## src/verilog/irq_bank_pkg.sv

```systemverilog
// Package with register map, field layout and reset values of the bank.
// Function
// - Four read/write timer interrupt enables in bits 0-3, reset to 0.
// - Key group enable in bit 0, reset 0, upper bits read zero.
// - One hertz tick enable in bit 0, reset 0, upper bits zero.
// - Converter enable in bit 0, reset 0, upper bits read zero.
// - Four timer pending flags; write 1 clears, write 0 keeps, reset 0.
// - Key group pending flag bit 0; write 1 clears; upper bits zero.
// - One hertz pending flag bit 0; write 1 clears; upper bits zero.
// - Converter pending flag bit 0; write 1 clears; upper bits zero.
package irq_bank_pkg;
    // Register indices; the byte address is four times the index.
    localparam logic [15:0] IDX_TIMER_EN  = 16'hFFE2;
    localparam logic [15:0] IDX_KEY_EN    = 16'hFFE4;
    localparam logic [15:0] IDX_TICK_EN   = 16'hFFE6;
    localparam logic [15:0] IDX_CONV_EN   = 16'hFFE7;
    localparam logic [15:0] IDX_TIMER_PND = 16'hFFF2;
    localparam logic [15:0] IDX_KEY_PND   = 16'hFFF4;
    localparam logic [15:0] IDX_TICK_PND  = 16'hFFF6;
    localparam logic [15:0] IDX_CONV_PND  = 16'hFFF7;
    localparam int          ADDR_W        = 18;
    // Bit positions of the sources inside the seven-bit source vector.
    localparam int          SRC_N         = 7;
    localparam int          POS_TIMER     = 0;
    localparam int          POS_KEY       = 4;
    localparam int          POS_TICK      = 5;
    localparam int          POS_CONV      = 6;
    // Reset values.
    localparam logic [6:0]  EN_RST        = 7'h00;
    localparam logic [6:0]  PND_RST       = 7'h00;
    // AXI response codes.
    localparam logic [1:0]  RESP_OKAY     = 2'h0;
    localparam logic [1:0]  RESP_SLVERR   = 2'h2;
    typedef enum logic [3:0] {
        SEL_NONE, SEL_TIMER_EN, SEL_KEY_EN, SEL_TICK_EN, SEL_CONV_EN,
        SEL_TIMER_PND, SEL_KEY_PND, SEL_TICK_PND, SEL_CONV_PND
    } reg_sel_t;
endpackage

```

## src/verilog/sticky_flags.sv

```systemverilog
// Sticky event flags with write-one clear in which a set wins.
module sticky_flags #(
    parameter int N = 7
) (
    input  wire logic         aclk,
    input  wire logic         aresetn,
    input  wire logic [N-1:0] set_pulse,
    input  wire logic [N-1:0] clr_pulse,
    output logic      [N-1:0] flags
);
    import irq_bank_pkg::*;

    typedef struct packed {
        logic [N-1:0] flag;
    } flags_state_t;

    flags_state_t s_q;
    flags_state_t s_d;

    // A clear drops only the flags whose event is not arriving now.
    always_comb begin
        s_d      = s_q;
        s_d.flag = (s_q.flag & ~clr_pulse) | set_pulse;
    end

    // Flags come up cleared after reset.
    always_ff @(posedge aclk) begin
        if (!aresetn) begin
            s_q.flag <= PND_RST[N-1:0];
        end else begin
            s_q <= s_d;
        end
    end

    assign flags = s_q.flag;
endmodule

```

## src/verilog/axil_write_join.sv

```systemverilog
// Catches AXI4-Lite write address and write data in either order.
module axil_write_join #(
    parameter int AW = 18
) (
    input  wire logic          aclk,
    input  wire logic          aresetn,
    input  wire logic [AW-1:0] awaddr,
    input  wire logic          awvalid,
    output logic               awready,
    input  wire logic [31:0]   wdata,
    input  wire logic [3:0]    wstrb,
    input  wire logic          wvalid,
    output logic               wready,
    input  wire logic          consume,
    output logic               both_have,
    output logic [AW-1:0]      addr,
    output logic [31:0]        data,
    output logic [3:0]         strb
);
    typedef struct packed {
        logic          aw_have;
        logic          w_have;
        logic [AW-1:0] addr;
        logic [31:0]   data;
        logic [3:0]    strb;
    } join_state_t;

    join_state_t s_q;
    join_state_t s_d;

    // Each channel is held off once its half is caught, so the slave never
    // needs more than one word of storage per channel.
    assign awready   = !s_q.aw_have;
    assign wready    = !s_q.w_have;
    assign both_have = s_q.aw_have && s_q.w_have;
    assign addr      = s_q.addr;
    assign data      = s_q.data;
    assign strb      = s_q.strb;

    // Capture each half on its handshake and drop both when consumed.
    always_comb begin
        s_d = s_q;
        if (consume) begin
            s_d.aw_have = 1'b0;
            s_d.w_have  = 1'b0;
        end
        if (awvalid && awready) begin
            s_d.aw_have = 1'b1;
            s_d.addr    = awaddr;
        end
        if (wvalid && wready) begin
            s_d.w_have = 1'b1;
            s_d.data   = wdata;
            s_d.strb   = wstrb;
        end
    end

    // Nothing is held after reset.
    always_ff @(posedge aclk) begin
        if (!aresetn) begin
            s_q <= '0;
        end else begin
            s_q <= s_d;
        end
    end
endmodule

```

## src/verilog/irq_mask_flag_bank.sv

```systemverilog
// Interrupt enable and pending flag bank behind an AXI4-Lite slave.
module irq_mask_flag_bank (
    input  wire logic                        aclk,
    input  wire logic                        aresetn,
    input  wire logic [irq_bank_pkg::ADDR_W-1:0] s_axi_awaddr,
    input  wire logic                        s_axi_awvalid,
    output logic                             s_axi_awready,
    input  wire logic [31:0]                 s_axi_wdata,
    input  wire logic [3:0]                  s_axi_wstrb,
    input  wire logic                        s_axi_wvalid,
    output logic                             s_axi_wready,
    output logic [1:0]                       s_axi_bresp,
    output logic                             s_axi_bvalid,
    input  wire logic                        s_axi_bready,
    input  wire logic [irq_bank_pkg::ADDR_W-1:0] s_axi_araddr,
    input  wire logic                        s_axi_arvalid,
    output logic                             s_axi_arready,
    output logic [31:0]                      s_axi_rdata,
    output logic [1:0]                       s_axi_rresp,
    output logic                             s_axi_rvalid,
    input  wire logic                        s_axi_rready,
    input  wire logic [3:0]                  timer_evt,
    input  wire logic                        key_input_group_evt,
    input  wire logic                        one_hz_evt,
    input  wire logic                        conv_evt,
    output logic                             irq
);
    import irq_bank_pkg::*;

    typedef struct packed {
        logic [SRC_N-1:0] en;
        logic             bvalid;
        logic [1:0]       bresp;
        logic             rvalid;
        logic [31:0]      rdata;
        logic [1:0]       rresp;
        logic             irq;
    } bank_state_t;

    bank_state_t s_q;
    bank_state_t s_d;

    logic [ADDR_W-1:0] wr_addr;
    logic [31:0]       wr_data;
    logic [3:0]        wr_strb;
    logic              wr_both;
    logic              wr_go;
    logic              rd_go;
    reg_sel_t          wr_sel;
    reg_sel_t          rd_sel;
    logic [SRC_N-1:0]  evt;
    logic [SRC_N-1:0]  clr;
    logic [SRC_N-1:0]  pend;

    // Maps a byte address onto the register it selects; the low two
    // address bits must be zero because each register owns a word.
    function automatic reg_sel_t decode(input logic [ADDR_W-1:0] a);
        reg_sel_t r;
        r = SEL_NONE;
        if (a[1:0] == 2'h0) begin
            unique case (a[ADDR_W-1:2])
                IDX_TIMER_EN:  r = SEL_TIMER_EN;
                IDX_KEY_EN:    r = SEL_KEY_EN;
                IDX_TICK_EN:   r = SEL_TICK_EN;
                IDX_CONV_EN:   r = SEL_CONV_EN;
                IDX_TIMER_PND: r = SEL_TIMER_PND;
                IDX_KEY_PND:   r = SEL_KEY_PND;
                IDX_TICK_PND:  r = SEL_TICK_PND;
                IDX_CONV_PND:  r = SEL_CONV_PND;
                default:       r = SEL_NONE;
            endcase
        end
        return r;
    endfunction

    axil_write_join #(
        .AW (ADDR_W)
    ) u_wjoin (
        .aclk      (aclk),
        .aresetn   (aresetn),
        .awaddr    (s_axi_awaddr),
        .awvalid   (s_axi_awvalid),
        .awready   (s_axi_awready),
        .wdata     (s_axi_wdata),
        .wstrb     (s_axi_wstrb),
        .wvalid    (s_axi_wvalid),
        .wready    (s_axi_wready),
        .consume   (wr_go),
        .both_have (wr_both),
        .addr      (wr_addr),
        .data      (wr_data),
        .strb      (wr_strb)
    );

    // A write is carried out once both halves are in and the previous
    // response has left, so only one write is ever under way.
    assign wr_go  = wr_both && !s_q.bvalid;
    assign wr_sel = decode(wr_addr);
    assign rd_go  = s_axi_arvalid && s_axi_arready;
    assign rd_sel = decode(s_axi_araddr);

    // Event sources gathered into one vector; flags set without the mask.
    assign evt = {conv_evt, one_hz_evt, key_input_group_evt, timer_evt};

    // Write-one clear pulses; only byte lane 0 carries register bits.
    always_comb begin
        clr = '0;
        if (wr_go && wr_strb[0]) begin
            unique case (wr_sel)
                SEL_TIMER_PND: clr[POS_TIMER +: 4] = wr_data[3:0];
                SEL_KEY_PND:   clr[POS_KEY]  = wr_data[0];
                SEL_TICK_PND:  clr[POS_TICK] = wr_data[0];
                SEL_CONV_PND:  clr[POS_CONV] = wr_data[0];
                default:       clr = '0;
            endcase
        end
    end

    sticky_flags #(
        .N (SRC_N)
    ) u_flags (
        .aclk      (aclk),
        .aresetn   (aresetn),
        .set_pulse (evt),
        .clr_pulse (clr),
        .flags     (pend)
    );

    // Read channel accepts a new address only after the data has gone.
    assign s_axi_arready = !s_q.rvalid;
    assign s_axi_rvalid  = s_q.rvalid;
    assign s_axi_rdata   = s_q.rdata;
    assign s_axi_rresp   = s_q.rresp;
    assign s_axi_bvalid  = s_q.bvalid;
    assign s_axi_bresp   = s_q.bresp;
    assign irq           = s_q.irq;

    // Register writes, read data capture and the interrupt request.
    always_comb begin
        s_d = s_q;
        if (s_q.bvalid && s_axi_bready) begin
            s_d.bvalid = 1'b0;
        end
        if (wr_go) begin
            s_d.bvalid = 1'b1;
            s_d.bresp  = (wr_sel == SEL_NONE) ? RESP_SLVERR : RESP_OKAY;
            if (wr_strb[0]) begin
                unique case (wr_sel)
                    SEL_TIMER_EN: s_d.en[POS_TIMER +: 4] = wr_data[3:0];
                    SEL_KEY_EN:   s_d.en[POS_KEY]  = wr_data[0];
                    SEL_TICK_EN:  s_d.en[POS_TICK] = wr_data[0];
                    SEL_CONV_EN:  s_d.en[POS_CONV] = wr_data[0];
                    default:      s_d.en = s_q.en;
                endcase
            end
        end
        if (s_q.rvalid && s_axi_rready) begin
            s_d.rvalid = 1'b0;
        end
        if (rd_go) begin
            s_d.rvalid = 1'b1;
            s_d.rresp  = (rd_sel == SEL_NONE) ? RESP_SLVERR : RESP_OKAY;
            s_d.rdata  = 32'h0000_0000;
            // Narrow registers leave bits 31:1 at zero.
            unique case (rd_sel)
                SEL_TIMER_EN:  s_d.rdata[3:0] = s_q.en[POS_TIMER +: 4];
                SEL_KEY_EN:    s_d.rdata[0] = s_q.en[POS_KEY];
                SEL_TICK_EN:   s_d.rdata[0] = s_q.en[POS_TICK];
                SEL_CONV_EN:   s_d.rdata[0] = s_q.en[POS_CONV];
                SEL_TIMER_PND: s_d.rdata[3:0] = pend[POS_TIMER +: 4];
                SEL_KEY_PND:   s_d.rdata[0] = pend[POS_KEY];
                SEL_TICK_PND:  s_d.rdata[0] = pend[POS_TICK];
                SEL_CONV_PND:  s_d.rdata[0] = pend[POS_CONV];
                default:       s_d.rdata = 32'h0000_0000;
            endcase
        end
        // Registered so the request is glitch free; it lags the flags by
        // one cycle, which the processor never notices.
        s_d.irq = |(pend & s_q.en);
    end

    // All enables masked and no answer pending after reset.
    always_ff @(posedge aclk) begin
        if (!aresetn) begin
            s_q        <= '0;
            s_q.en     <= EN_RST;
            s_q.bresp  <= RESP_OKAY;
            s_q.rresp  <= RESP_OKAY;
        end else begin
            s_q <= s_d;
        end
    end
endmodule

```

## config.mk

```make
export PLATFORM = sky130hd
export DESIGN_NAME = irq_mask_flag_bank
export DESIGN_NICKNAME = d
export VERILOG_FILES = /design/src/verilog/irq_bank_pkg.sv /design/src/verilog/sticky_flags.sv /design/src/verilog/axil_write_join.sv /design/src/verilog/irq_mask_flag_bank.sv
export SDC_FILE = /design/constraint.sdc
export NUM_CORES = 1
export LEC_CHECK = 0
export ABC_AREA = 0
export ABC_CLOCK_PERIOD_IN_PS = 2000
export BUFFER_PORTS_ARGS = -buffer_cell sky130_fd_sc_hd__buf_2
export CAP_MARGIN = 25
export CORE_ASPECT_RATIO = 1.5
export CORE_MARGIN = 3
export CORE_UTILIZATION = 45
export CTS_CLUSTER_DIAMETER = 60
export CTS_CLUSTER_SIZE = 12
export DETAILED_ROUTE_END_ITERATION = 16
export PLACE_DENSITY = 0.8
export SLEW_MARGIN = 20
export SYNTH_ARGS = -nofsm -noshare
export SYNTH_HDL_FRONTEND = slang
export SYNTH_SLANG_ARGS = --single-unit
export TNS_END_PERCENT = 50
```

## constraint.sdc

```tcl
create_clock -name aclk -period 2 [get_ports aclk]
set_clock_uncertainty 0.15 [all_clocks]
set_input_delay 0.3 -clock aclk [delete_from_list [all_inputs] [get_ports aclk]]
set_output_delay 0.3 -clock aclk [all_outputs]
set_load 0.02 [all_outputs]
```

# Word-level counts from Yosys, hierarchy flattened
# Index checks and enable logic that the tools add are counted.
word_totals:
  regBits: 50
  out_inout_bits: 42
  word_cells: 97
op_classes:
  reduce_logical: 25
  eq_ne: 32
  n_mux: 20
  bitwise_logic: 4
op_table:
  columns: ["cell", "n"]
  rows:
  - ["$eq A16 B16 Y1 const B", 16]
  - ["$pmux W4 S8", 2]
  - ["$mux W35", 1]
  - ["$eq A4 B3 Y1 const B", 8]
  - ["$eq A4 B2 Y1 const B", 4]
  - ["$and A7 B7 Y7", 2]
  - ["$mux W4", 3]
  - ["$reduce_and A3 Y1", 4]
  - ["$eq A4 B1 Y1 const B", 2]
  - ["$eq A4 B4 Y1 const B", 2]
  - ["$logic_and A1 B1 Y1", 8]
  - ["$logic_not A4 Y1", 2]
  - ["$pmux W1 S8", 1]
  - ["$reduce_bool A2 Y1", 4]
  - ["$mux W1", 7]
  - ["$mux W7", 1]
  - ["$not A7 Y7", 1]
  - ["$or A7 B7 Y7", 1]
  - ["$reduce_or A7 Y1", 1]
  - ["$mux W2", 3]
  - ["$pmux W3 S2", 1]
  - ["$logic_not A1 Y1", 4]
  - ["$logic_not A2 Y1", 2]
  - ["$mux W3", 1]

# Depth between registers and ports, before layout
# Gate-level depths: netlist of the first run.
depth:
  ltp_word: 9
  mapped_depth: 7

# Modules after synthesis
# A second synthesis of the first run with hierarchy kept.
unflattened:
  cells_unflattened: 495
  area_unflattened_um2: 4335.4
modules_own_cells:
  columns: ["mod", "area_each_um2", "seq_area_each_um2", "n_inst", "cells_per_inst"]
  rows:
  - ["axil_write_join", 2681.3, 1121.1, 1, 299]
  - ["irq_mask_flag_bank", 1417.6, 320.3, 1, 175]
  - ["sticky_flags", 236.5, 140.1, 1, 21]

# Worst setup path before layout of the first run
# No wires, ideal clock.
synth_timing:
  path_kind: "reg-to-reg"
  from: "register u_wjoin.s_q[55] (netlist bit)"
  to: "register u_flags.s_q, in the netlist u_flags.flags[4]"
  slack_ns: 0.234
  setup_ns: 0.115
  t_required_ns: 1.735
  t_arrival_ns: 1.501
  stages_incl_launch_ff: 8
  n_path_buf: 1
  cell_sequence: "dfxtp_1 inv_1 nor3_4 and3_1 buf_4 nand2_2 o31a_1 o21a_1"
synth_between:
  elab_chain_len: 7
synth_lines:
  columns: ["element", "line", "source"]
  rows:
  - ["start, declared", "axil_write_join.sv:28", "join_state_t s_q;"]
  - ["start signal, assigned", "axil_write_join.sv:61", "s_q <= '0;"]
  - ["start signal, assigned", "axil_write_join.sv:63", "s_q <= s_d;"]
  - ["$logic_and A1 B1 Y1", "axil_write_join.sv:35", "assign both_have = s_q.aw_have && s_q.w_have;"]
  - ["$logic_and A1 B1 Y1", "irq_mask_flag_bank.sv:97", "assign wr_go = wr_both && !s_q.bvalid;"]
  - ["$logic_and A1 B1 Y1", "irq_mask_flag_bank.sv:108", "if (wr_go && wr_strb[0]) begin"]
  - ["$mux W7", "irq_mask_flag_bank.sv:108", null]
  - ["$not A7 Y7", "sticky_flags.sv:23", "s_d.flag = (s_q.flag & ~clr_pulse) | set_pulse;"]
  - ["$and A7 B7 Y7", "sticky_flags.sv:23", null]
  - ["$or A7 B7 Y7", "sticky_flags.sv:23", null]
  - ["end, declared", "sticky_flags.sv:17", "flags_state_t s_q;"]
# Every way passes these cells.
# A chain may end at the register's enable or synchronous reset.

# Final worst setup path of the first run
layout_timing:
  from: "register u_wjoin.s_q, in the netlist u_wjoin.addr[5]"
  to: "register s_q[45] (netlist bit)"
layout_between:
  elab_chain_len: 5
  elab_cells_between_ends: 12
  classes_between: "9 x eq/ne; 2 x mux; 1 x reduce/logical"
layout_lines:
  columns: ["element", "line", "source"]
  rows:
  - ["$eq A16 B16 Y1", "irq_mask_flag_bank.sv:61", "unique case (a[ADDR_W-1:2])"]
  - ["$pmux W4 S8 (*)", "irq_mask_flag_bank.sv:61", null]
  - ["$mux W4 (*)", "irq_mask_flag_bank.sv:60", "if (a[1:0] == 2'h0) begin"]
  - ["$eq A4 B3 Y1 (*)", "irq_mask_flag_bank.sv:148", "unique case (wr_sel)"]
  - ["$reduce_and A3 Y1 (no source line) (*)", null, null]
  - ["end, declared", "irq_mask_flag_bank.sv:40", "bank_state_t s_q;"]
# Every way passes the cells marked *; elsewhere a longest branch is shown, timed or not.

==> results of run 1 <==
==> worst paths after layout <==
path	from	end	slack, ps	cells after the start
hold / removal	s_axi_rready	s_axi_rvalid	30	2
hold reg to reg	u_wjoin.addr[1]	u_wjoin.addr[1]	310	2
setup reg to reg	u_wjoin.addr[5]	s_q[45]	120	6
setup / recovery	u_wjoin.addr[5]	s_q[45]	120	6
==> power by group through the flow <==
stage | sequential (uW) | combinational [uW] | clock (uW)
floorplan | 1050 | 232 | 0
global placement | 1060 | 279 | 0
detailed placement | 1060 | 284 | 0
CTS | 1040 | 285 | 593
global route | 1040 | 320 | 635
finish | 1040 | 285 | 572
==> layout make-up <==
type | instances | area, um^2 | area share
inverter | 11 | 41.3 | 0.0148
multi-input combinational | 229 | 1240 | 0.444
sequential | 48 | 961 | 0.345
clock inverter | 3 | 21.3 | 0.00763
clock buffer | 5 | 68.8 | 0.0247
timing repair buffer | 70 | 373 | 0.134
tap | 68 | 85.1 | 0.0305
==> logic make-up after synthesis <==
group           Yosys count  share of synthesized area
flops                    48                      0.393
other cells               1                    0.00153
compound gates           64                      0.156
simple gates            124                      0.258
mux                      11                     0.0450
buf+inv                  58                      0.147
==> through the flow <==
stage,util,cells
after CTS,0.535,434
after global placement,0.518,426
after floorplan,-,335
after global routing,0.536,434
after detailed placement,0.518,426
final,0.536,434
==> state kept, by name (all words and copies together) (netlist names) <==
name           cells
u_flags.flags      7
u_wjoin.data       4
s_axi_rresp        1
s_axi_rvalid       1
s_q                7
u_wjoin.addr      18
irq                1
s_axi_rdata        4
u_wjoin.strb       1
s_axi_bresp        1
u_wjoin.s_q        2
s_axi_bvalid       1
==> layout by cell type (no fill, tap or decap), drive strengths merged, types with 5 or more instances in the layout <==
master / Yosys / routed
mux2i: 11 / 11
nor2: 21 / 21
nand4: 6 / 6
conb: 1 / 30
buf: 39 / 70
nand3: 9 / 9
nor3: 5 / 5
and2: 6 / 6
a21oi: 25 / 25
a22oi: 5 / 5
nand2: 52 / 52
inv: 10 / 11
o21ai: 14 / 14
clkbuf: 8 / 5
a31oi: 6 / 6
and3: 6 / 6
dfxtp: 48 / 48
==> worst register-to-register path, stage by stage (launching register included) <==
cell	delay, ps
dfxtp_1	340
and4bb_1	250
and4_1	200
and3_1	300
nand3_1	170
nor3b_2	210
mux2i_1	190
==> synth_stat cells, drive strengths merged, types with 2 or more instances <==
| library cell | number | area [um^2] |
|---|---|---|
| nand2 | 52 | 198 |
| dfxtp | 48 | 961 |
| buf | 39 | 287 |
| a21oi | 25 | 125 |
| nor2 | 21 | 78.8 |
| o21ai | 14 | 70.1 |
| mux2i | 11 | 110 |
| inv | 10 | 37.5 |
| nand3 | 9 | 50.1 |
| clkbuf | 8 | 31.3 |
| a31oi | 6 | 37.5 |
| and2 | 6 | 37.5 |
| and3 | 6 | 37.5 |
| nand4 | 6 | 37.5 |
| a22oi | 5 | 37.5 |
| nor3 | 5 | 36.3 |
| nor2b | 4 | 25.0 |
| a211oi | 3 | 22.5 |
| and4 | 3 | 26.3 |
| nand2b | 3 | 18.8 |
| nand4b | 2 | 17.5 |
| nor3b | 2 | 20.0 |
| o21a | 2 | 15.0 |
| o31a | 2 | 17.5 |
| o31ai | 2 | 15.0 |
==> routing by layer <==
layer,global-route usage,part of all wire,up-vias
met3,0.0374,0.085,9
met4,0.0627,0.014,0
li1,-,-,1108
met2,0.297,0.51,76
met5,0,0,-
met1,0.178,0.39,957
==> repair_timing <==
item	4_1_cts	5_1_grt
hold endpoints to repair	0	0
resized for setup	0	1
endpoints found under the setup margin	0	4
==> metrics.cfg, run 1 <==
[timing]
fin_hold_ws_ps = 27.3
timing.final.crit_period_ps = 1880
fmax_mhz = 532
finalSetupViolCount = 0
rsz0062_at_grt = false
worst_slack_ps = 122
tightest_slew_ps = 560
fin_setup_tns_ps = 0
drv_slew = 0
slew_headroom = 0.626
period_share = 0.939
hold_viol_final = 0

[grt]
grt_start_max_net_pins = 29
antenna_found_initial = 0
grt_pass1_vias = 1987
overflow = 0
track_usage = 0.163
grt_first_pass_wirelength_um = 8270

[clock_network]
postCtsHoldBufs = 0
cts_setup_buffers = 0
cts_sinks = 48
clkLatencyLatePin_ps = 300
clk_path_buf_depth = 2
cts_buffers = 5
ctsRootBufferMaster = clkbuf_8
htreeDepth = 2
tritoncts = built
clkTransAtPathRegs_ps = 90

[finish]
nFillCells = 529
n_antenna_cell = 0
drive_gt1_frac = 0.227
nNetsFinal = 451
finish.instance_area_um2 = 2790
areaGrowthSynthToFinish_pct = 14.0

[setup_path]
crit_required_ps = 2080
crit_buf_inv = 0
critPathSlowestCell = dfxtp_1
crit_family = simple AND/OR/NAND/NOR gates
cp_cell_sequence = and4bb_1 > and4_1 > and3_1 > nand3_1 > nor3b_2 > mux2i_1
crit_type = register to register
critPathCaptureType = register
cp_slowest_stage_delay_ps = 340
path_max_fanout = 6
startpoint_type = register
arrival_ps = 1950

[detailed_routing]
via_per_inst = 4.95
initialDrtViolationCount = 118
wl_per_cell_um = 11.8
dr.pass1.iters = 4
route.detailed.drc = 0
vias = 2150
drt-total-wl_um = 5110
ant_nets = 0

[power_and_ir_drop]
power_frac_seq = 0.547
vdd_drop_max_mv = 0.645
power_switching_uw = 537
sw_frac_of_total = 0.284
internal_power_uw = 1350
power_frac_comb = 0.150
power_leakage_uw = 0.00125
p_clk_frac = 0.302
p_per_area_nw_per_um2 = 678
p_total_uw = 1890

[die]
dieArea_um2 = 6380
std_cell_rows = 32
die-height_um = 96.3
initial_core_util = 0.470
die_x_um = 66.2
core_um2 = 5200
ioPinCount = 128

[placement]
place_ws_ps = 80.5
globalplace.congestion = 0.846
dpl-instance-area_um2 = 2700
dpl.hpwl_um = 4090
port_buffers = 66

[synthesis]
ys_warn_count = 0
syn_inst = 306
synthArstFlopShare = 0
ys_seq_elements = 48
ys_seq_area_frac = 0.393
synth_flop_cell = dfxtp_1
synth_edf_count = 0
synth_cell_types = 44
avgSynthCellArea_um2 = 8.00
synth_area_um2 = 2450

[status]
outcome = finished clean

[worst_hold_path]
hp-class = input pin to register

[run]
cap_violations = 0

(Power assumes the default switching activity.)
==> run 2, diff against run 1 <==
Settings changed: HOLD_SLACK_MARGIN set to 0.15.
==> metrics.cfg, run 2 (same netlist as run 1, synthesis figures left out) <==
[die]
initial_core_util = 0.470
die-height_um = 96.3
core_um2 = 5200
std_cell_rows = 32
dieArea_um2 = 6380
die_x_um = 66.2
ioPinCount = 128

[setup_path]
arrival_ps = 1960
critPathCaptureType = register
startpoint_type = register
crit_required_ps = 2080
crit_type = register to register
path_max_fanout = 6

[finish]
seq_area_um2 = 961
areaGrowthSynthToFinish_pct = 27.9
multiInputGateArea_um2 = 1240
largest_reg_flops = 18
n_antenna_cell = 0
mostFrequentLayoutCell = buf_2
fin_util = 0.601
drive_gt1_frac = 0.208
mostFrequentLayoutCells = buf_2 (66), nand2_1 (51), dfxtp_1 (48)
nNetsFinal = 485
nFillCells = 486

[detailed_routing]
ant_nets = 0
vias = 2314
drt-total-wl_um = 5710
wl_per_cell_um = 12.2
dr.pass1.iters = 4
initialDrtViolationCount = 114
route.detailed.drc = 0
via_per_inst = 4.94

[clock_network]
tritoncts = built
clkLatencyLatePin_ps = 300
clk_path_buf_depth = 2
htreeDepth = 2
cts_setup_buffers = 0
cts_sinks = 48
ctsRootBufferMaster = clkbuf_8
clkTransAtPathRegs_ps = 90
cts_buffers = 5

[timing]
rsz0062_at_grt = false
slew_headroom = 0.619
tightest_slew_ps = 571
fmax_mhz = 531
fin_setup_tns_ps = 0
drv_slew = 0
timing.final.crit_period_ps = 1880
finalSetupViolCount = 0
fin_hold_ws_ps = 158
period_share = 0.941
hold_viol_final = 0

[grt]
track_usage = 0.182
antenna_found_initial = 0
grt_pass1_vias = 2183
grt_first_pass_wirelength_um = 9240
overflow = 0
grt_start_max_net_pins = 29

[run]
cap_violations = 0

[placement]
globalplace.congestion = 0.846
port_buffers = 66
dpl.hpwl_um = 4090

[power_and_ir_drop]
vdd_drop_max_mv = 0.646
internal_power_uw = 1400
power_frac_comb = 0.175
sw_frac_of_total = 0.283
power_leakage_uw = 0.00139
p_per_area_nw_per_um2 = 623
p_total_uw = 1950
power_switching_uw = 551
p_clk_frac = 0.294
power_frac_seq = 0.531

[status]
outcome = finished clean

[worst_hold_path]
hp-class = input pin to register

==> run 2: worst paths after layout <==
| path | start | to | slack [ps] | depth (start not counted) |
|---|---|---|---|---|
| setup / recovery | u_wjoin.addr[5] | s_q[45] | 120 | 6 |
| hold / removal | s_axi_bready | s_axi_bvalid | 160 | 4 |
| setup reg to reg | u_wjoin.addr[5] | s_q[45] | 120 | 6 |
| hold reg to reg | u_wjoin.addr[17] | u_wjoin.addr[17] | 310 | 2 |
==> run 2: per-layer routing <==
metal / track usage / up-vias / share of wire / wire [um]
li1: - / 1174 / - / -
met1: 0.196 / 1050 / 0.38 / 2190
met3: 0.0327 / 8 / 0.065 / 372
met4: 0.0593 / 0 / 0.013 / 75
met5: 0 / - / 0 / 0
met2: 0.350 / 82 / 0.54 / 3080
==> run 2: what timing repair did <==
action,in CTS,in global routing
hold buffers,34,0
gates resized for setup,0,1
hold endpoints to repair,33,0
endpoints found under the setup margin,0,4
==> run 2: worst max-delay path: stages (launching register included) <==
cell and delay [ps]:
dfxtp_1 340, and4bb_1 250, and4_1 200, and3_1 300, nand3_1 170, nor3b_2 210, mux2i_1 190
==> run 2: stage by stage <==
step / cells / worst slack [ps] / cell area (um^2)
5_1_grt: 468 / 2.28 / 3130
2_1_floorplan: 335 / 234 / 2560
4_1_cts: 468 / 55.9 / 3130
3_5_place_dp: 426 / 80.5 / 2700
3_3_place_gp: 426 / 117 / 2700
6_report: 468 / 117 / 3130
==> run 2: power groups by stage <==
stage               logic, uW  registers (uW)  clock network, uW
floorplan                 232            1050                  0
global placement          279            1060                  0
finish                    341            1040                574
global route              379            1040                633
CTS                       336            1040                593
detailed placement        284            1060                  0
==> run 2: cell type report <==
cell class              instances  share of cell area
clock inverters                 3             0.00680
clock buffers                   5              0.0220
repair buffers                104               0.228
well taps                      68              0.0272
multi-input cells             229               0.396
flip-flops and latches         48               0.307
inverters                      11              0.0132
==> run 3, diff against run 2 <==
Settings changed: REMOVE_ABC_BUFFERS set to 1.
==> metrics.cfg, run 3 (same netlist as run 1, synthesis figures left out) <==
[grt]
track_usage = 0.195
grt_start_max_net_pins = 35
overflow = 0
antenna_found_initial = 0
grt_first_pass_wirelength_um = 9640
grt_pass1_vias = 2261

[clock_network]
htreeDepth = 2
cts_setup_buffers = 0
cts_buffers = 5
clk_path_buf_depth = 2
clkLatencyLatePin_ps = 300
tritoncts = built
clkTransAtPathRegs_ps = 90
cts_sinks = 48
ctsRootBufferMaster = clkbuf_8

[die]
initial_core_util = 0.470
ioPinCount = 128
std_cell_rows = 32
dieArea_um2 = 6380
die_x_um = 66.2
die-height_um = 96.3
core_um2 = 5200

[timing]
period_share = 0.930
drv_slew = 0
fin_setup_tns_ps = 0
tightest_slew_ps = 539
fmax_mhz = 538
rsz0062_at_grt = false
fin_hold_ws_ps = 221
worst_slack_ps = 140
timing.final.crit_period_ps = 1860
slew_headroom = 0.640
hold_viol_final = 0
finalSetupViolCount = 0

[setup_path]
rrSetupSlack_ps = 140
critPathCaptureType = register
startpoint_type = register
reg2regPathDepth = 6
crit_type = register to register
critPathSlowestCell = dfxtp_1
crit_family = simple AND/OR/NAND/NOR gates
arrival_ps = 1950
crit_buf_inv = 0
path_max_fanout = 6
cp_cell_sequence = and4bb_1 > and4_1 > and3_2 > nand3_1 > nor3b_2 > mux2i_1
reg2reg_to = s_q[45]
startpoint = u_wjoin.addr[5]
crit_required_ps = 2090
r2r-start = u_wjoin.addr[5]
cp_slowest_stage_delay_ps = 340

[power_and_ir_drop]
vdd_drop_max_mv = 0.713
power_frac_seq = 0.529
p_total_uw = 1960
internal_power_uw = 1400
power_switching_uw = 564
p_clk_frac = 0.298
power_frac_comb = 0.172
p_per_area_nw_per_um2 = 628
power_leakage_uw = 0.00139
sw_frac_of_total = 0.288

[finish]
seq_area_um2 = 961
mostFrequentLayoutCell = buf_2
fin_util = 0.600
n_antenna_cell = 0
areaGrowthSynthToFinish_pct = 27.5
nFillCells = 460
nNetsFinal = 485
mostFrequentLayoutCells = buf_2 (66), nand2_1 (51), dfxtp_1 (48)
drive_gt1_frac = 0.208
largest_reg_flops = 18
multiInputGateArea_um2 = 1240

[detailed_routing]
drt-total-wl_um = 5820
ant_nets = 0
route.detailed.drc = 0
vias = 2302
wl_per_cell_um = 12.4
via_per_inst = 4.92
initialDrtViolationCount = 85
dr.pass1.iters = 5

[worst_hold_path]
hold_start = aresetn
hp-class = input pin to register
whs_endpoint = u_flags.flags[5]
hold_depth = 2

[placement]
globalplace.congestion = 0.847
place_ws_ps = 69.1
dpl.hpwl_um = 3990
port_buffers = 66

[run]
cap_violations = 0

[status]
outcome = finished clean

## run 3: changes by cell type in the layout (fill, tap and decap cells not counted)
| cell | before | now |
|---|---|---|
| and3_1 | 6 | 5 |
| and3_2 | 0 | 1 |
| buf_12 | 1 | 0 |
| dlygate4sd3_1 | 34 | 35 |
## run 3: area by class of cell
| cell class | instances | area share |
|---|---|---|
| Multi-Input combinational cell | 229 | 0.397 |
| Sequential cell | 48 | 0.308 |
| Timing Repair Buffer | 104 | 0.225 |
| Tap cell | 68 | 0.0273 |
| Clock buffer | 5 | 0.0221 |
| Inverter | 11 | 0.0132 |
| Clock inverter | 3 | 0.00682 |
## run 3: worst reg2reg max path, cell delays in order (launching register included)
cell and delay [ps]:
dfxtp_1 340, and4bb_1 270, and4_1 200, and3_2 270, nand3_1 150, nor3b_2 220
mux2i_1 190
## run 3: worst max-delay path by stage
stage	depth (start not counted)	slack (ps)	end
global placement	6	120	u_flags.flags[3]
finish	6	140	s_q[45]
floorplan	6	220	u_flags.flags[4]
detailed placement	6	70	u_flags.flags[2]
global route	6	20	s_q[45]
CTS	6	50	u_flags.flags[2]
## run 3: stage by stage
stage                     instances  instance area (um^2)
after floorplan                 288                  2240
after global placement          425                  2680
after detailed placement        425                  2680
after CTS                       468                  3120
after global routing            468                  3120
final                           468                  3120
## run 3: per-layer routing
layer  wire length, um  global-route usage  vias to the layer above
li1                  -                   -                     1178
met1              2150               0.189                     1033
met2              3190               0.389                       83
met3               383              0.0444                        8
met4                91              0.0678                        0
met5                 0                   0                        -
## run 3: what timing repair did
| action | in CTS | in global routing |
|---|---|---|
| hold buffers | 35 | 0 |
| hold endpoints to repair | 34 | 0 |
| resized for setup | 0 | 2 |
| setup endpoints to repair | 0 | 6 |
## run 3: power groups by stage
stage	logic, uW	registers (uW)	clock network (uW)
after CTS	333	1040	603
after global routing	377	1040	639
after detailed placement	279	1060	0
final	338	1040	585
after floorplan	168	1050	0
after global placement	273	1060	0
